$ cat src/hdl/ecl_pkg.sv
// Shared constants and types of the configuration loader
`default_nettype none
package ecl_pkg;
    // ****************************************
    // Store geometry
    // ****************************************
    localparam int WORDS = 32; // Words in the configuration store
    localparam int DW = 16; // Bits per word
    // ****************************************
    // Word indices within the store
    // ****************************************
    localparam logic [4:0] W_TYPE = 5'h00; // Module type and version
    localparam logic [4:0] W_INIT = 5'h01; // Auto-init flag word
    localparam logic [4:0] W_IRQ = 5'h02; // Interrupt channel
    localparam logic [4:0] W_CFGA = 5'h03; // Logic constant A
    localparam logic [4:0] W_LED = 5'h04; // LED states after reset
    localparam logic [4:0] W_CFGB = 5'h05; // Logic constant B
    localparam logic [4:0] W_CFGC = 5'h06; // Logic constant C
    localparam logic [4:0] W_TMO = 5'h07; // Timeout preset
    localparam logic [4:0] W_VGLUE = 5'h08; // Glue logic chip version
    localparam logic [4:0] W_VBUS = 5'h09; // Bus protocol chip version
    localparam logic [4:0] W_RSV_FIRST = 5'h0A; // First reserved word
    localparam logic [4:0] W_RSV_LAST = 5'h1F; // Last reserved word
    // ****************************************
    // Factory values of the store
    // ****************************************
    localparam logic [15:0] RST_CFGA = 16'h0000;
    localparam logic [15:0] RST_CFGB = 16'h95F0;
    localparam logic [15:0] RST_CFGC = 16'h15F0;
    localparam logic [15:0] RST_USER = 16'h0000; // Words 1, 2, 4, 7, reserved
    localparam int INIT_BIT = 0; // Only meaningful bit of the flag word
    // ****************************************
    // Control register indices (byte address = 4 * index)
    // ****************************************
    localparam logic [5:0] REG_IRQSEL = 6'h20; // Interrupt select
    localparam logic [5:0] REG_LED = 6'h21; // LED control
    localparam logic [5:0] REG_TMO = 6'h22; // Timeout counter preset
    localparam logic [5:0] REG_STAT = 6'h23; // Loader status
    // ****************************************
    // Control register fields and reset values
    // ****************************************
    localparam logic [7:0] IRQ_RST = 8'h00;
    localparam logic [7:0] IRQ_WMASK = 8'h77; // Bits 3 and 7 reserved
    localparam logic [1:0] LED_RST = 2'h0;
    localparam logic [15:0] TMO_RST = 16'hFFFF;
    localparam int LED1_SEL = 0; // Write: update LED 1
    localparam int LED2_SEL = 1; // Write: update LED 2
    localparam int LED1_VAL = 2; // Write: value for LED 1
    localparam int LED2_VAL = 3; // Write: value for LED 2
    localparam int STAT_BUSY = 0; // Loader still running
    localparam int STAT_AUTO = 1; // Registers came from the store
    // ****************************************
    // Types
    // ****************************************
    // One write into the store
    typedef struct packed {
        logic en;
        logic [4:0] idx;
        logic [15:0] data;
    } ecl_wr_t;
endpackage : ecl_pkg
`default_nettype wire

$ cat src/hdl/ecl_word_store.sv
// Thirty-two word configuration store with fixed factory words
`default_nettype none
module ecl_word_store #(
    parameter logic [15:0] TYPE_ID = 16'h1234, // Arbitrary value
    parameter logic [15:0] GLUE_VER = 16'h0001, // Arbitrary value
    parameter logic [15:0] BUS_VER = 16'h0003 // Arbitrary value
) (
    // Clock and power-on clear
    input wire logic clk_i,
    input wire logic por_i,
    // Write and read ports
    input wire ecl_pkg::ecl_wr_t wr_i,
    input wire logic [4:0] rd_idx_i,
    output logic [15:0] rd_data_o
);
    // Every word as seen by the read port
    logic [15:0] word_w [ecl_pkg::WORDS];

    // ****************************************
    // Per-word storage
    // ****************************************
    // Constant words get no flops, so no write can reach them
    for (genvar i = 0; i < ecl_pkg::WORDS; i++) begin : g_word
        localparam logic [4:0] IDX = 5'(i);
        if (IDX == ecl_pkg::W_TYPE) begin : g_type
            assign word_w[i] = TYPE_ID;
        end else if (IDX == ecl_pkg::W_VGLUE) begin : g_vglue
            assign word_w[i] = GLUE_VER;
        end else if (IDX == ecl_pkg::W_VBUS) begin : g_vbus
            assign word_w[i] = BUS_VER;
        end else if (IDX == ecl_pkg::W_CFGA) begin : g_cfga
            assign word_w[i] = ecl_pkg::RST_CFGA;
        end else if (IDX == ecl_pkg::W_CFGB) begin : g_cfgb
            assign word_w[i] = ecl_pkg::RST_CFGB;
        end else if (IDX == ecl_pkg::W_CFGC) begin : g_cfgc
            assign word_w[i] = ecl_pkg::RST_CFGC;
        end else begin : g_rw
            // reserved words clear to zero
            // User and reserved words: survive hardware reset
            logic [15:0] word_q;
            always_ff @(posedge clk_i) begin
                if (por_i) begin
                    word_q <= ecl_pkg::RST_USER;
                end else if (wr_i.en && wr_i.idx == IDX) begin
                    word_q <= wr_i.data;
                end
            end
            assign word_w[i] = word_q;
        end
    end

    // Read by index
    assign rd_data_o = word_w[rd_idx_i];
endmodule : ecl_word_store
`default_nettype wire

$ cat src/hdl/ecl_loader.sv
// Configuration loader with Wishbone register access
// Behaviour
// - store holds 32 sixteen-bit words by index
// - flag bit set: load registers after reset
// - flag bit clear: leave registers unconfigured
// - only bit 0 of flag word counts
// - word 2 feeds interrupt select
// - word 4 feeds LED states
// - word 7 feeds timeout preset
// - host may read store, program registers
// - words 3, 5, 6 fixed factory constants
// - word 0, 8, 9 read-only identity
// - settings made by software registers or loaded from the store
// - reset clears registers, timeout to FFFF
`default_nettype none
module ecl_loader #(
    parameter logic [15:0] TYPE_ID = 16'h1234, // Arbitrary value
    parameter logic [15:0] GLUE_VER = 16'h0001, // Arbitrary value
    parameter logic [15:0] BUS_VER = 16'h0003 // Arbitrary value
) (
    // Clock and resets
    input wire logic clk_i,
    input wire logic rst_i,
    input wire logic por_i,
    // Wishbone slave
    input wire logic cyc_i,
    input wire logic stb_i,
    input wire logic we_i,
    input wire logic [7:0] adr_i,
    input wire logic [3:0] sel_i,
    input wire logic [31:0] dat_i,
    output logic [31:0] dat_o,
    output logic ack_o,
    // Module settings
    output logic [7:0] irq_sel_o,
    output logic [1:0] led_o,
    output logic [15:0] tmo_init_o,
    output logic busy_o
);
    // ****************************************
    // Declarations
    // ****************************************
    // Loader sequence
    typedef enum logic [2:0] {
        ST_INIT,
        ST_IRQ,
        ST_LED,
        ST_TMO,
        ST_RUN
    } ecl_state_t;

    ecl_state_t st_q; // Loader state
    ecl_state_t st_d; // Next loader state
    logic ack_q; // Bus answer
    logic [31:0] dat_q; // Read data
    logic [7:0] irq_q; // Interrupt select register
    logic [1:0] led_q; // LED register
    logic [15:0] tmo_q; // Timeout preset register
    logic auto_q; // Registers came from the store
    logic [15:0] rd_data; // Store read port
    logic [4:0] rd_idx; // Store read index
    ecl_pkg::ecl_wr_t st_wr; // Store write

    // ****************************************
    // Bus decode
    // ****************************************
    wire [5:0] idx = adr_i[7:2]; // Word index
    wire busy = (st_q != ST_RUN); // Loader owns the store
    wire req = cyc_i && stb_i; // Request present
    wire take = req && !ack_q && !busy; // Accept this cycle
    wire wr = take && we_i; // Write commit
    wire hit_store = (idx[5] == 1'b0); // Store window 0x00..0x7C
    // Control register window 0x80..0x8C
    wire hit_irq = (idx == ecl_pkg::REG_IRQSEL);
    wire hit_led = (idx == ecl_pkg::REG_LED);
    wire hit_tmo = (idx == ecl_pkg::REG_TMO);
    wire hit_stat = (idx == ecl_pkg::REG_STAT);
    wire init_set = rd_data[ecl_pkg::INIT_BIT]; // Flag bit only

    // ****************************************
    // Store access
    // ****************************************
    // loader picks each word in turn
    always_comb begin
        case (st_q)
            ST_INIT: rd_idx = ecl_pkg::W_INIT;
            ST_IRQ: rd_idx = ecl_pkg::W_IRQ;
            ST_LED: rd_idx = ecl_pkg::W_LED;
            ST_TMO: rd_idx = ecl_pkg::W_TMO;
            default: rd_idx = idx[4:0];
        endcase
    end

    // Byte lanes merged over the old word
    assign st_wr.en = wr && hit_store;
    assign st_wr.idx = idx[4:0];
    assign st_wr.data = {sel_i[1] ? dat_i[15:8] : rd_data[15:8],
                         sel_i[0] ? dat_i[7:0] : rd_data[7:0]};

    ecl_word_store #(
        .TYPE_ID(TYPE_ID),
        .GLUE_VER(GLUE_VER),
        .BUS_VER(BUS_VER)
    ) u_store (
        .clk_i(clk_i),
        .por_i(por_i),
        .wr_i(st_wr),
        .rd_idx_i(rd_idx),
        .rd_data_o(rd_data)
    );

    // ****************************************
    // Loader sequence
    // ****************************************
    // Next state of the sequence
    always_comb begin
        case (st_q)
            ST_INIT: st_d = init_set ? ST_IRQ : ST_RUN;
            ST_IRQ: st_d = ST_LED;
            ST_LED: st_d = ST_TMO;
            ST_TMO: st_d = ST_RUN;
            ST_RUN: st_d = ST_RUN;
            default: st_d = ST_RUN;
        endcase
    end

    // One cycle per load state: a full load keeps the bus busy four cycles
    // State flop: every hardware reset restarts the load
    always_ff @(posedge clk_i) begin
        if (rst_i) begin
            st_q <= ST_INIT;
        end else begin
            st_q <= st_d;
        end
    end

    // ****************************************
    // Control registers
    // ****************************************
    // Write data for the LED register
    wire [1:0] led_wr = {dat_i[ecl_pkg::LED2_SEL] ? dat_i[ecl_pkg::LED2_VAL] : led_q[1],
                         dat_i[ecl_pkg::LED1_SEL] ? dat_i[ecl_pkg::LED1_VAL] : led_q[0]};

    // Interrupt select: loader or software
    always_ff @(posedge clk_i) begin
        if (rst_i) begin
            irq_q <= ecl_pkg::IRQ_RST;
        end else if (st_q == ST_IRQ) begin
            irq_q <= rd_data[7:0] & ecl_pkg::IRQ_WMASK;
        end else if (wr && hit_irq && sel_i[0]) begin
            irq_q <= dat_i[7:0] & ecl_pkg::IRQ_WMASK;
        end
    end

    // LED states: loader or software
    always_ff @(posedge clk_i) begin
        if (rst_i) begin
            led_q <= ecl_pkg::LED_RST;
        end else if (st_q == ST_LED) begin
            led_q <= rd_data[1:0];
        // Select bits gate each LED separately
        end else if (wr && hit_led && sel_i[0]) begin
            led_q <= led_wr;
        end
    end

    // Timeout preset: loader or software
    always_ff @(posedge clk_i) begin
        if (rst_i) begin
            tmo_q <= ecl_pkg::TMO_RST;
        end else if (st_q == ST_TMO) begin
            tmo_q <= rd_data;
        end else if (wr && hit_tmo) begin
            tmo_q <= {sel_i[1] ? dat_i[15:8] : tmo_q[15:8],
                      sel_i[0] ? dat_i[7:0] : tmo_q[7:0]};
        end
    end

    // Marks that the store supplied the settings
    always_ff @(posedge clk_i) begin
        if (rst_i) begin
            auto_q <= 1'b0;
        end else if (st_q == ST_TMO) begin
            auto_q <= 1'b1;
        end
    end

    // ****************************************
    // Bus answer
    // ****************************************
    // host reads store words
    // Read mux; unmapped addresses read zero
    wire [31:0] rd_mux =
        hit_store ? {16'h0000, rd_data} :
        hit_irq ? {24'h000000, irq_q} :
        hit_led ? {30'h00000000, led_q} :
        hit_tmo ? {16'h0000, tmo_q} :
        hit_stat ? {30'h00000000, auto_q, busy} :
        32'h00000000;

    // One wait state; ack dropped the cycle after
    always_ff @(posedge clk_i) begin
        if (rst_i) begin
            ack_q <= 1'b0;
            dat_q <= 32'h00000000;
        end else begin
            ack_q <= take;
            // Writes leave the last read data in place
            if (take && !we_i) begin
                dat_q <= rd_mux;
            end
        end
    end

    // ****************************************
    // Outputs
    // ****************************************
    // Registered outputs, straight from the flops; busy_o is decoded from the state flop
    assign ack_o = ack_q;
    assign dat_o = dat_q;
    assign irq_sel_o = irq_q;
    assign led_o = led_q;
    assign tmo_init_o = tmo_q;
    assign busy_o = busy;
endmodule : ecl_loader
`default_nettype wire

$ cat config.mk
export PLATFORM = sky130hd
export DESIGN_NAME = ecl_loader
export DESIGN_NICKNAME = d
export VERILOG_FILES = /design/src/hdl/ecl_pkg.sv /design/src/hdl/ecl_word_store.sv /design/src/hdl/ecl_loader.sv
export SDC_FILE = /design/constraint.sdc
export NUM_CORES = 1
export LEC_CHECK = 0
export ABC_AREA = 1
export BUFFER_PORTS_ARGS = -buffer_cell sky130_fd_sc_hd__buf_2
export CAP_MARGIN = 40
export CORE_ASPECT_RATIO = 1.2
export CORE_MARGIN = 2
export CORE_UTILIZATION = 35
export CTS_CLUSTER_SIZE = 28
export DETAILED_ROUTE_END_ITERATION = 10
export PLACE_DENSITY = 0.57
export RECOVER_POWER = 50
export SYNTH_ARGS = -nofsm -noshare
export SYNTH_HDL_FRONTEND = slang
export SYNTH_SLANG_ARGS = --single-unit
export TNS_END_PERCENT = 10
$ cat constraint.sdc
create_clock -name clk_i -period 2.5 [get_ports clk_i]
set_input_delay 0.375 -clock clk_i [delete_from_list [all_inputs] [get_ports clk_i]]
set_output_delay 0.375 -clock clk_i [all_outputs]
set_load 0.01 [all_outputs]
* Word level (Yosys, flattened, before mapping) *
Index checks and enable logic that the tools add are counted.

cells by class
  $lt $le $gt $ge = 1
  eq/ne operators = 34
  muxes and demuxes = 23
  bitwise logic cells = 2
  reductions and logical operators = 52

operators with widths
  cell                                                              count
  16-bit 2-to-1 mux                                                 8
  16-bit binary-select mux with 5-bit select                        1
  5-bit == test (second input constant)                             16
  1-bit logical AND                                                 37
  8-bit 2-to-1 mux                                                  4
  5-bit by 4-bit == test with 1-bit output (second input constant)  6
  6-bit == test (second input constant)                             4
  5-bit one-hot mux with 4 select lines                             1
  7-bit 2-to-1 mux                                                  2
  2-bit nonzero test                                                7
  5-bit by 3-bit == test with 1-bit output (second input constant)  2
  3-bit one-hot mux with 3 select lines                             1
  2-bit AND reduction                                               4
  3-bit by 2-bit == test with 1-bit output (second input constant)  2
  6-bit greater-or-equal comparator (second input constant)         1
  2-bit 2-to-1 mux                                                  3
  5-bit inverter with 6-bit output                                  1
  5-bit by 1-bit == test with 1-bit output (second input constant)  1
  5-bit by 2-bit == test with 1-bit output (second input constant)  1
  3-bit by 1-bit == test with 1-bit output (second input constant)  1
  1-bit zero test                                                   3
  3-bit zero test                                                   1
  3-bit 2-to-1 mux                                                  1
  3-bit inequality test (second input constant)                     1
  2 further kinds                                                   3

storage, ports and cells
  flip-flop bits (word level) = 477
  input bits = 50
  output and inout port bits = 60
  logic and storage cells = 147

* Longest topological paths before layout *
  depth after elaboration = 8
  mapped depth = 19
  gate-level depth less buffers = 15

* Modules after synthesis *
From an unflattened synthesis, not the netlist that was laid out.

second synthesis, totals
  cells, all modules = 3294
  area, all modules = 22054.9 µm²

by module, submodules not included
  module          times used  cells each  area each (µm²)  seq. area each (µm²)
  ecl_word_store  1           2873        19308.5          8328.0
  ecl_loader      1           421         2746.4           900.9

* Worst setup path after synthesis *
No wires, ideal clock.

  kind = in2reg
  from = input stb_i
  to = register u_store.g_word[25].g_rw.word_q[0]
  setup time = 0.130 ns
  arrival time = 1.960 ns
  data required time = 2.370 ns
  slack = 0.410 ns
  stages on the path = 11
  buffers on the path = 2
  path through = inv_1 -> nor3_1 -> nand4_1 -> nor2_1 -> nand2_1 -> nor2_1 -> buf_2 -> nand2_1 -> nor2_1 -> clkbuf_1 -> a21oi_1

between the ends
  cells in the longest elaborated chain, start to end = 6

ends and longest elaborated chain
  item                            line                  RTL
  start: declaration              ecl_loader.sv:27      input wire logic stb_i,
  1-bit logical AND               ecl_loader.sv:69      wire req = cyc_i && stb_i;
  1-bit logical AND (2 in a row)  ecl_loader.sv:70      wire take = req && !ack_q && !busy;
  1-bit logical AND               ecl_loader.sv:71      wire wr = take && we_i;
  1-bit logical AND               ecl_loader.sv:95      assign st_wr.en = wr && hit_store;
  1-bit logical AND               ecl_word_store.sv:44  end else if (wr_i.en && wr_i.idx == IDX) begin
  end signal: assignment          ecl_word_store.sv:43  word_q <= ecl_pkg::RST_USER;
  end signal: assignment          ecl_word_store.sv:45  word_q <= wr_i.data;
  end: declaration                ecl_word_store.sv:40  logic [15:0] word_q;

No other way between the ends.
A chain may end at the register's enable or synchronous reset.

* Worst setup path after layout *
  from = register st_q[0]
  to = register u_store.g_word[23].g_rw.word_q[3]

between the ends
  cells in the longest elaborated chain, start to end = 7
  elaborated cells on any way between the ends = 16
  classes of those cells = eq/ne (4); mux (5); bitwise (1); reduce/logical (6)

ends and longest elaborated chain
  item                                                              line                  RTL
  start: declaration                                                ecl_loader.sv:52      ecl_state_t st_q;
  start signal: assignment                                          ecl_loader.sv:133     st_q <= st_d;
  3-bit by 2-bit == test with 1-bit output (tied with other cells)  ecl_loader.sv:85      case (st_q)
  5-bit one-hot mux with 4 select lines                             ecl_loader.sv:85
  5-bit inverter with 6-bit output (not written as such)            ecl_word_store.sv:53  assign rd_data_o = word_w[rd_idx_i];
  16-bit binary-select mux with 5-bit select                        ecl_word_store.sv:53
  16-bit 2-to-1 mux (not written as such) (2 in a row)              ecl_word_store.sv:53
  8-bit 2-to-1 mux                                                  ecl_loader.sv:98      sel_i[0] ? dat_i[7:0] : rd_data[7:0]};
  end signal: assignment                                            ecl_word_store.sv:43
  end signal: assignment                                            ecl_word_store.sv:45
  end: declaration                                                  ecl_word_store.sv:40

Parallel ways exist; a longest one is shown, timed or not. The select of a mux whose other input is x is not followed.

==> metrics <==
status finished with violations; failing checks negative setup slack; WP data required 2.97 ns; max_cap viols 0; clk sinks 461; Gate Count Post-Synth ~3,400; Core Region about 63,000 sq um; unrepaired setup endpoints after global routing true; Boundary Pins between 100 and 150; CTS tree done; PnR worst setup slack -0.00973 ns; class of the most critical setup path flip-flop to flip-flop; Reg-to-Reg End u_store.g_word[23].g_rw.word_q[3]; EDFF count, synth 0; Clock Tree Buf Depth 3; final hold violations 0; DR DRC count 0; synthesized area roughly 23,000 sq um; overflow left after global routing 0; first-pass GRT wire length about 120 mm; top-area cell type share of the netlist area around 41%; H-tree levels 2; share of cells above drive strength 1 a little over an eighth; Setup crit end kind flip-flop; FF-to-FF setup slack -0.01 ns; fin crit period about 2.5 ns; footprint of the multi-input gates around 11,000 sq um; R2R cell count 16; Post-synth top flop dfxtp_1; initial core utilization 35.5%; largest net degree at the start of global routing between 80 and 90; post-synthesis async set-or-reset flop share 0%; drt initial violations 2,023; global-route usage over all layers between 20 and 25%; PwrDens 1040 nW/um^2; Synth Warn # 0; Syn Area/Cell 6.59 sq um; drt wl/cell between 15 and 20 um; HP Class input port to flip-flop; Total Power about 29 mW; crit-path max FO 26; hold slack about 0.065 ns; Max Freq 398 MHz; XOR/XNOR Fraction of Synth Area 0%; Final TNS setup -0.0352 ns; WL final between 80 and 90 mm; most common cell in the synthesized netlist nand2_1; clk root buf clkbuf_16; mux contribution to synthesized area 0%; drt via density between 5 and 6; largest family of logic cells by synthesized area simple AND/OR/NAND/NOR gates; post-synthesis simple-gate area fraction ~29%; DR vias approximately 22,000; post-synthesis cell type count 36; clock slew at reported path FFs 0.06 ns; register area between 9000 and 10,000 sq um; Placer Congestion roughly 0.9; die area about 66,000 sq um; initial antenna violation count 0; post-synthesis compound-gate area fraction around 17%; skew final slightly above 0.01 ns; placed inst area about 25,000 sq um; Final Util between 40% and 50%; Finish-stage setup viols 8; Post-Synth Adder-Cell Area 0%; design area about 28,000 sq um; std cell rows 101; Port Buf Inserts 71; worst skew pair latency around 0.6 ns; Tightest Pin Transition just under 0.7 ns; Leakage 12.3 nW; Crit. Startpoint st_q[0]; Die X 236 um; fin nets 3,587; final-report max-slew violation count 0; Synth area leader dfxtp_1; Post-synth top cells nand2_1, dfxtp_1, a21oi_1, inv_1, nand3_1; P&R area growth vs syn 22.8%; DR pass1 iterations 5; antenna-violating nets left 0; vias in the first global route around 20,000; ranking of synthesized cells by area dfxtp_1, nand2_1, a21oi_1, nand3_1, o21ai_0; Startpoint Class flip-flop; Fill cells ~6,600; FF+latch count, synth 461; Worst Setup EP u_store.g_word[23].g_rw.word_q[3]; peak supply drop 0.000539 V; Worst EP arrival around 3 ns; Final Cycle Share 100%; Antenna diodes 0; cts hold-fix bufs 0; worst r2r src st_q[0]; placed wire-length estimate between 40 and 50 mm; Num CTS Buffers between 40 and 50; Die H 282 um; Slew HR a little under three fifths; share of the yosys chip area belonging to registers around two fifths
==> stage by stage <==
step / setup slack, ns / instances
2_1_floorplan: 0.410 / 3434
3_3_place_gp: -0.132 / 4279
3_5_place_dp: -0.105 / 4279
4_1_cts: -0.00840 / 4363
5_1_grt: -0.0540 / 4394
6_report: -0.00973 / 4394
==> cell type report <==
type	count	area share, %
clock buffer	70	5.12
clock inverter	13	0.362
inverter	401	5.49
multi-input combinational	2305	39.1
sequential	461	33.4
tap	824	3.73
timing repair buffer	320	12.8
==> worst min path at each step <==
stage / startpoint / end / slack, ns / cells past startpoint
2_1_floorplan: auto_q / auto_q / 0.44 / 2
3_3_place_gp: dat_o[2] / dat_o[2] / 0.45 / 2
3_5_place_dp: dat_o[4] / dat_o[4] / 0.45 / 2
4_1_cts: dat_i[15] / tmo_init_o[15] / 0.05 / 3
5_1_grt: dat_i[8] / tmo_init_o[8] / 0.07 / 3
6_report: dat_i[15] / tmo_init_o[15] / 0.07 / 3
==> power by group <==
part	total, mW	switching (mW)	internal [mW]
registers	7.54	0.0881	7.45
clock network	7.13	3.12	4.01
logic	14.0	8.68	5.32
==> critical path, cell delays in order, from the launching register on <==
cell       delay [ns]
dfxtp_4          0.36
buf_6            0.12
nand3_4          0.09
nand3_4          0.17
buf_4            0.21
clkbuf_16        0.19
nand2_1          0.07
nand2_1          0.05
nand2_1          0.06
nand3_1          0.14
nand2_1          0.12
nand2_2          0.13
nand2_1          0.14
nand3_1          0.10
nand2_2          0.10
buf_12           0.19
a21oi_1          0.09
==> registers in the layout, summed over array words and instances, names as in the netlist <==
name / cells
irq_sel_o: 6
st_q: 3
auto_q: 1
ack_o: 1
tmo_init_o: 16
led_o: 2
dat_o: 16
u_store.g_word.g_rw.word_q: 416
==> placed cells by master (no fill, tap or decap), types with 11 or more instances in the layout <==
cell type	Yosys	final
nand2_2	12	34
o21ai_1	17	19
buf_12	0	72
nand3_4	6	11
clkbuf_1	118	52
o21ai_0	318	315
o211ai_1	12	12
buf_2	79	28
nor2_1	300	283
buf_4	38	142
conb_1	1	18
a21oi_1	400	395
nand4_1	26	26
buf_6	22	12
nand3_2	9	27
nor2_2	4	16
nand2_1	792	766
inv_1	387	387
clkbuf_16	0	67
nand3_1	356	333
dfxtp_1	461	458
clkbuf_8	0	11
==> layer usage <==
| layer | vias to the layer above | global-route usage, % | routed length (um) |
|---|---|---|---|
| met1 | 10400 | 28.8 | 34400 |
| met5 | - | 0 | 0 |
| met2 | 764 | 39.6 | 38900 |
| met3 | 150 | 2.56 | 4810 |
| met4 | 0 | 8.48 | 2980 |
| li1 | 11100 | - | - |
==> what timing repair did <==
item / in CTS / in global routing
buffers inserted: 0 / 12
endpoints found under the setup margin: 295 / 439
hold endpoints to repair: 0 / 0
pin swaps: 1 / 22
cloned: 1 / 21
gates resized for setup: 13 / 97
==> cells by family after synthesis <==
kind of cell    Yosys count
simple gates           1519
compound gates          768
buf+inv                 668
flops                   461
other cells               1
No activity file was read; power rests on OpenSTA's default activity.
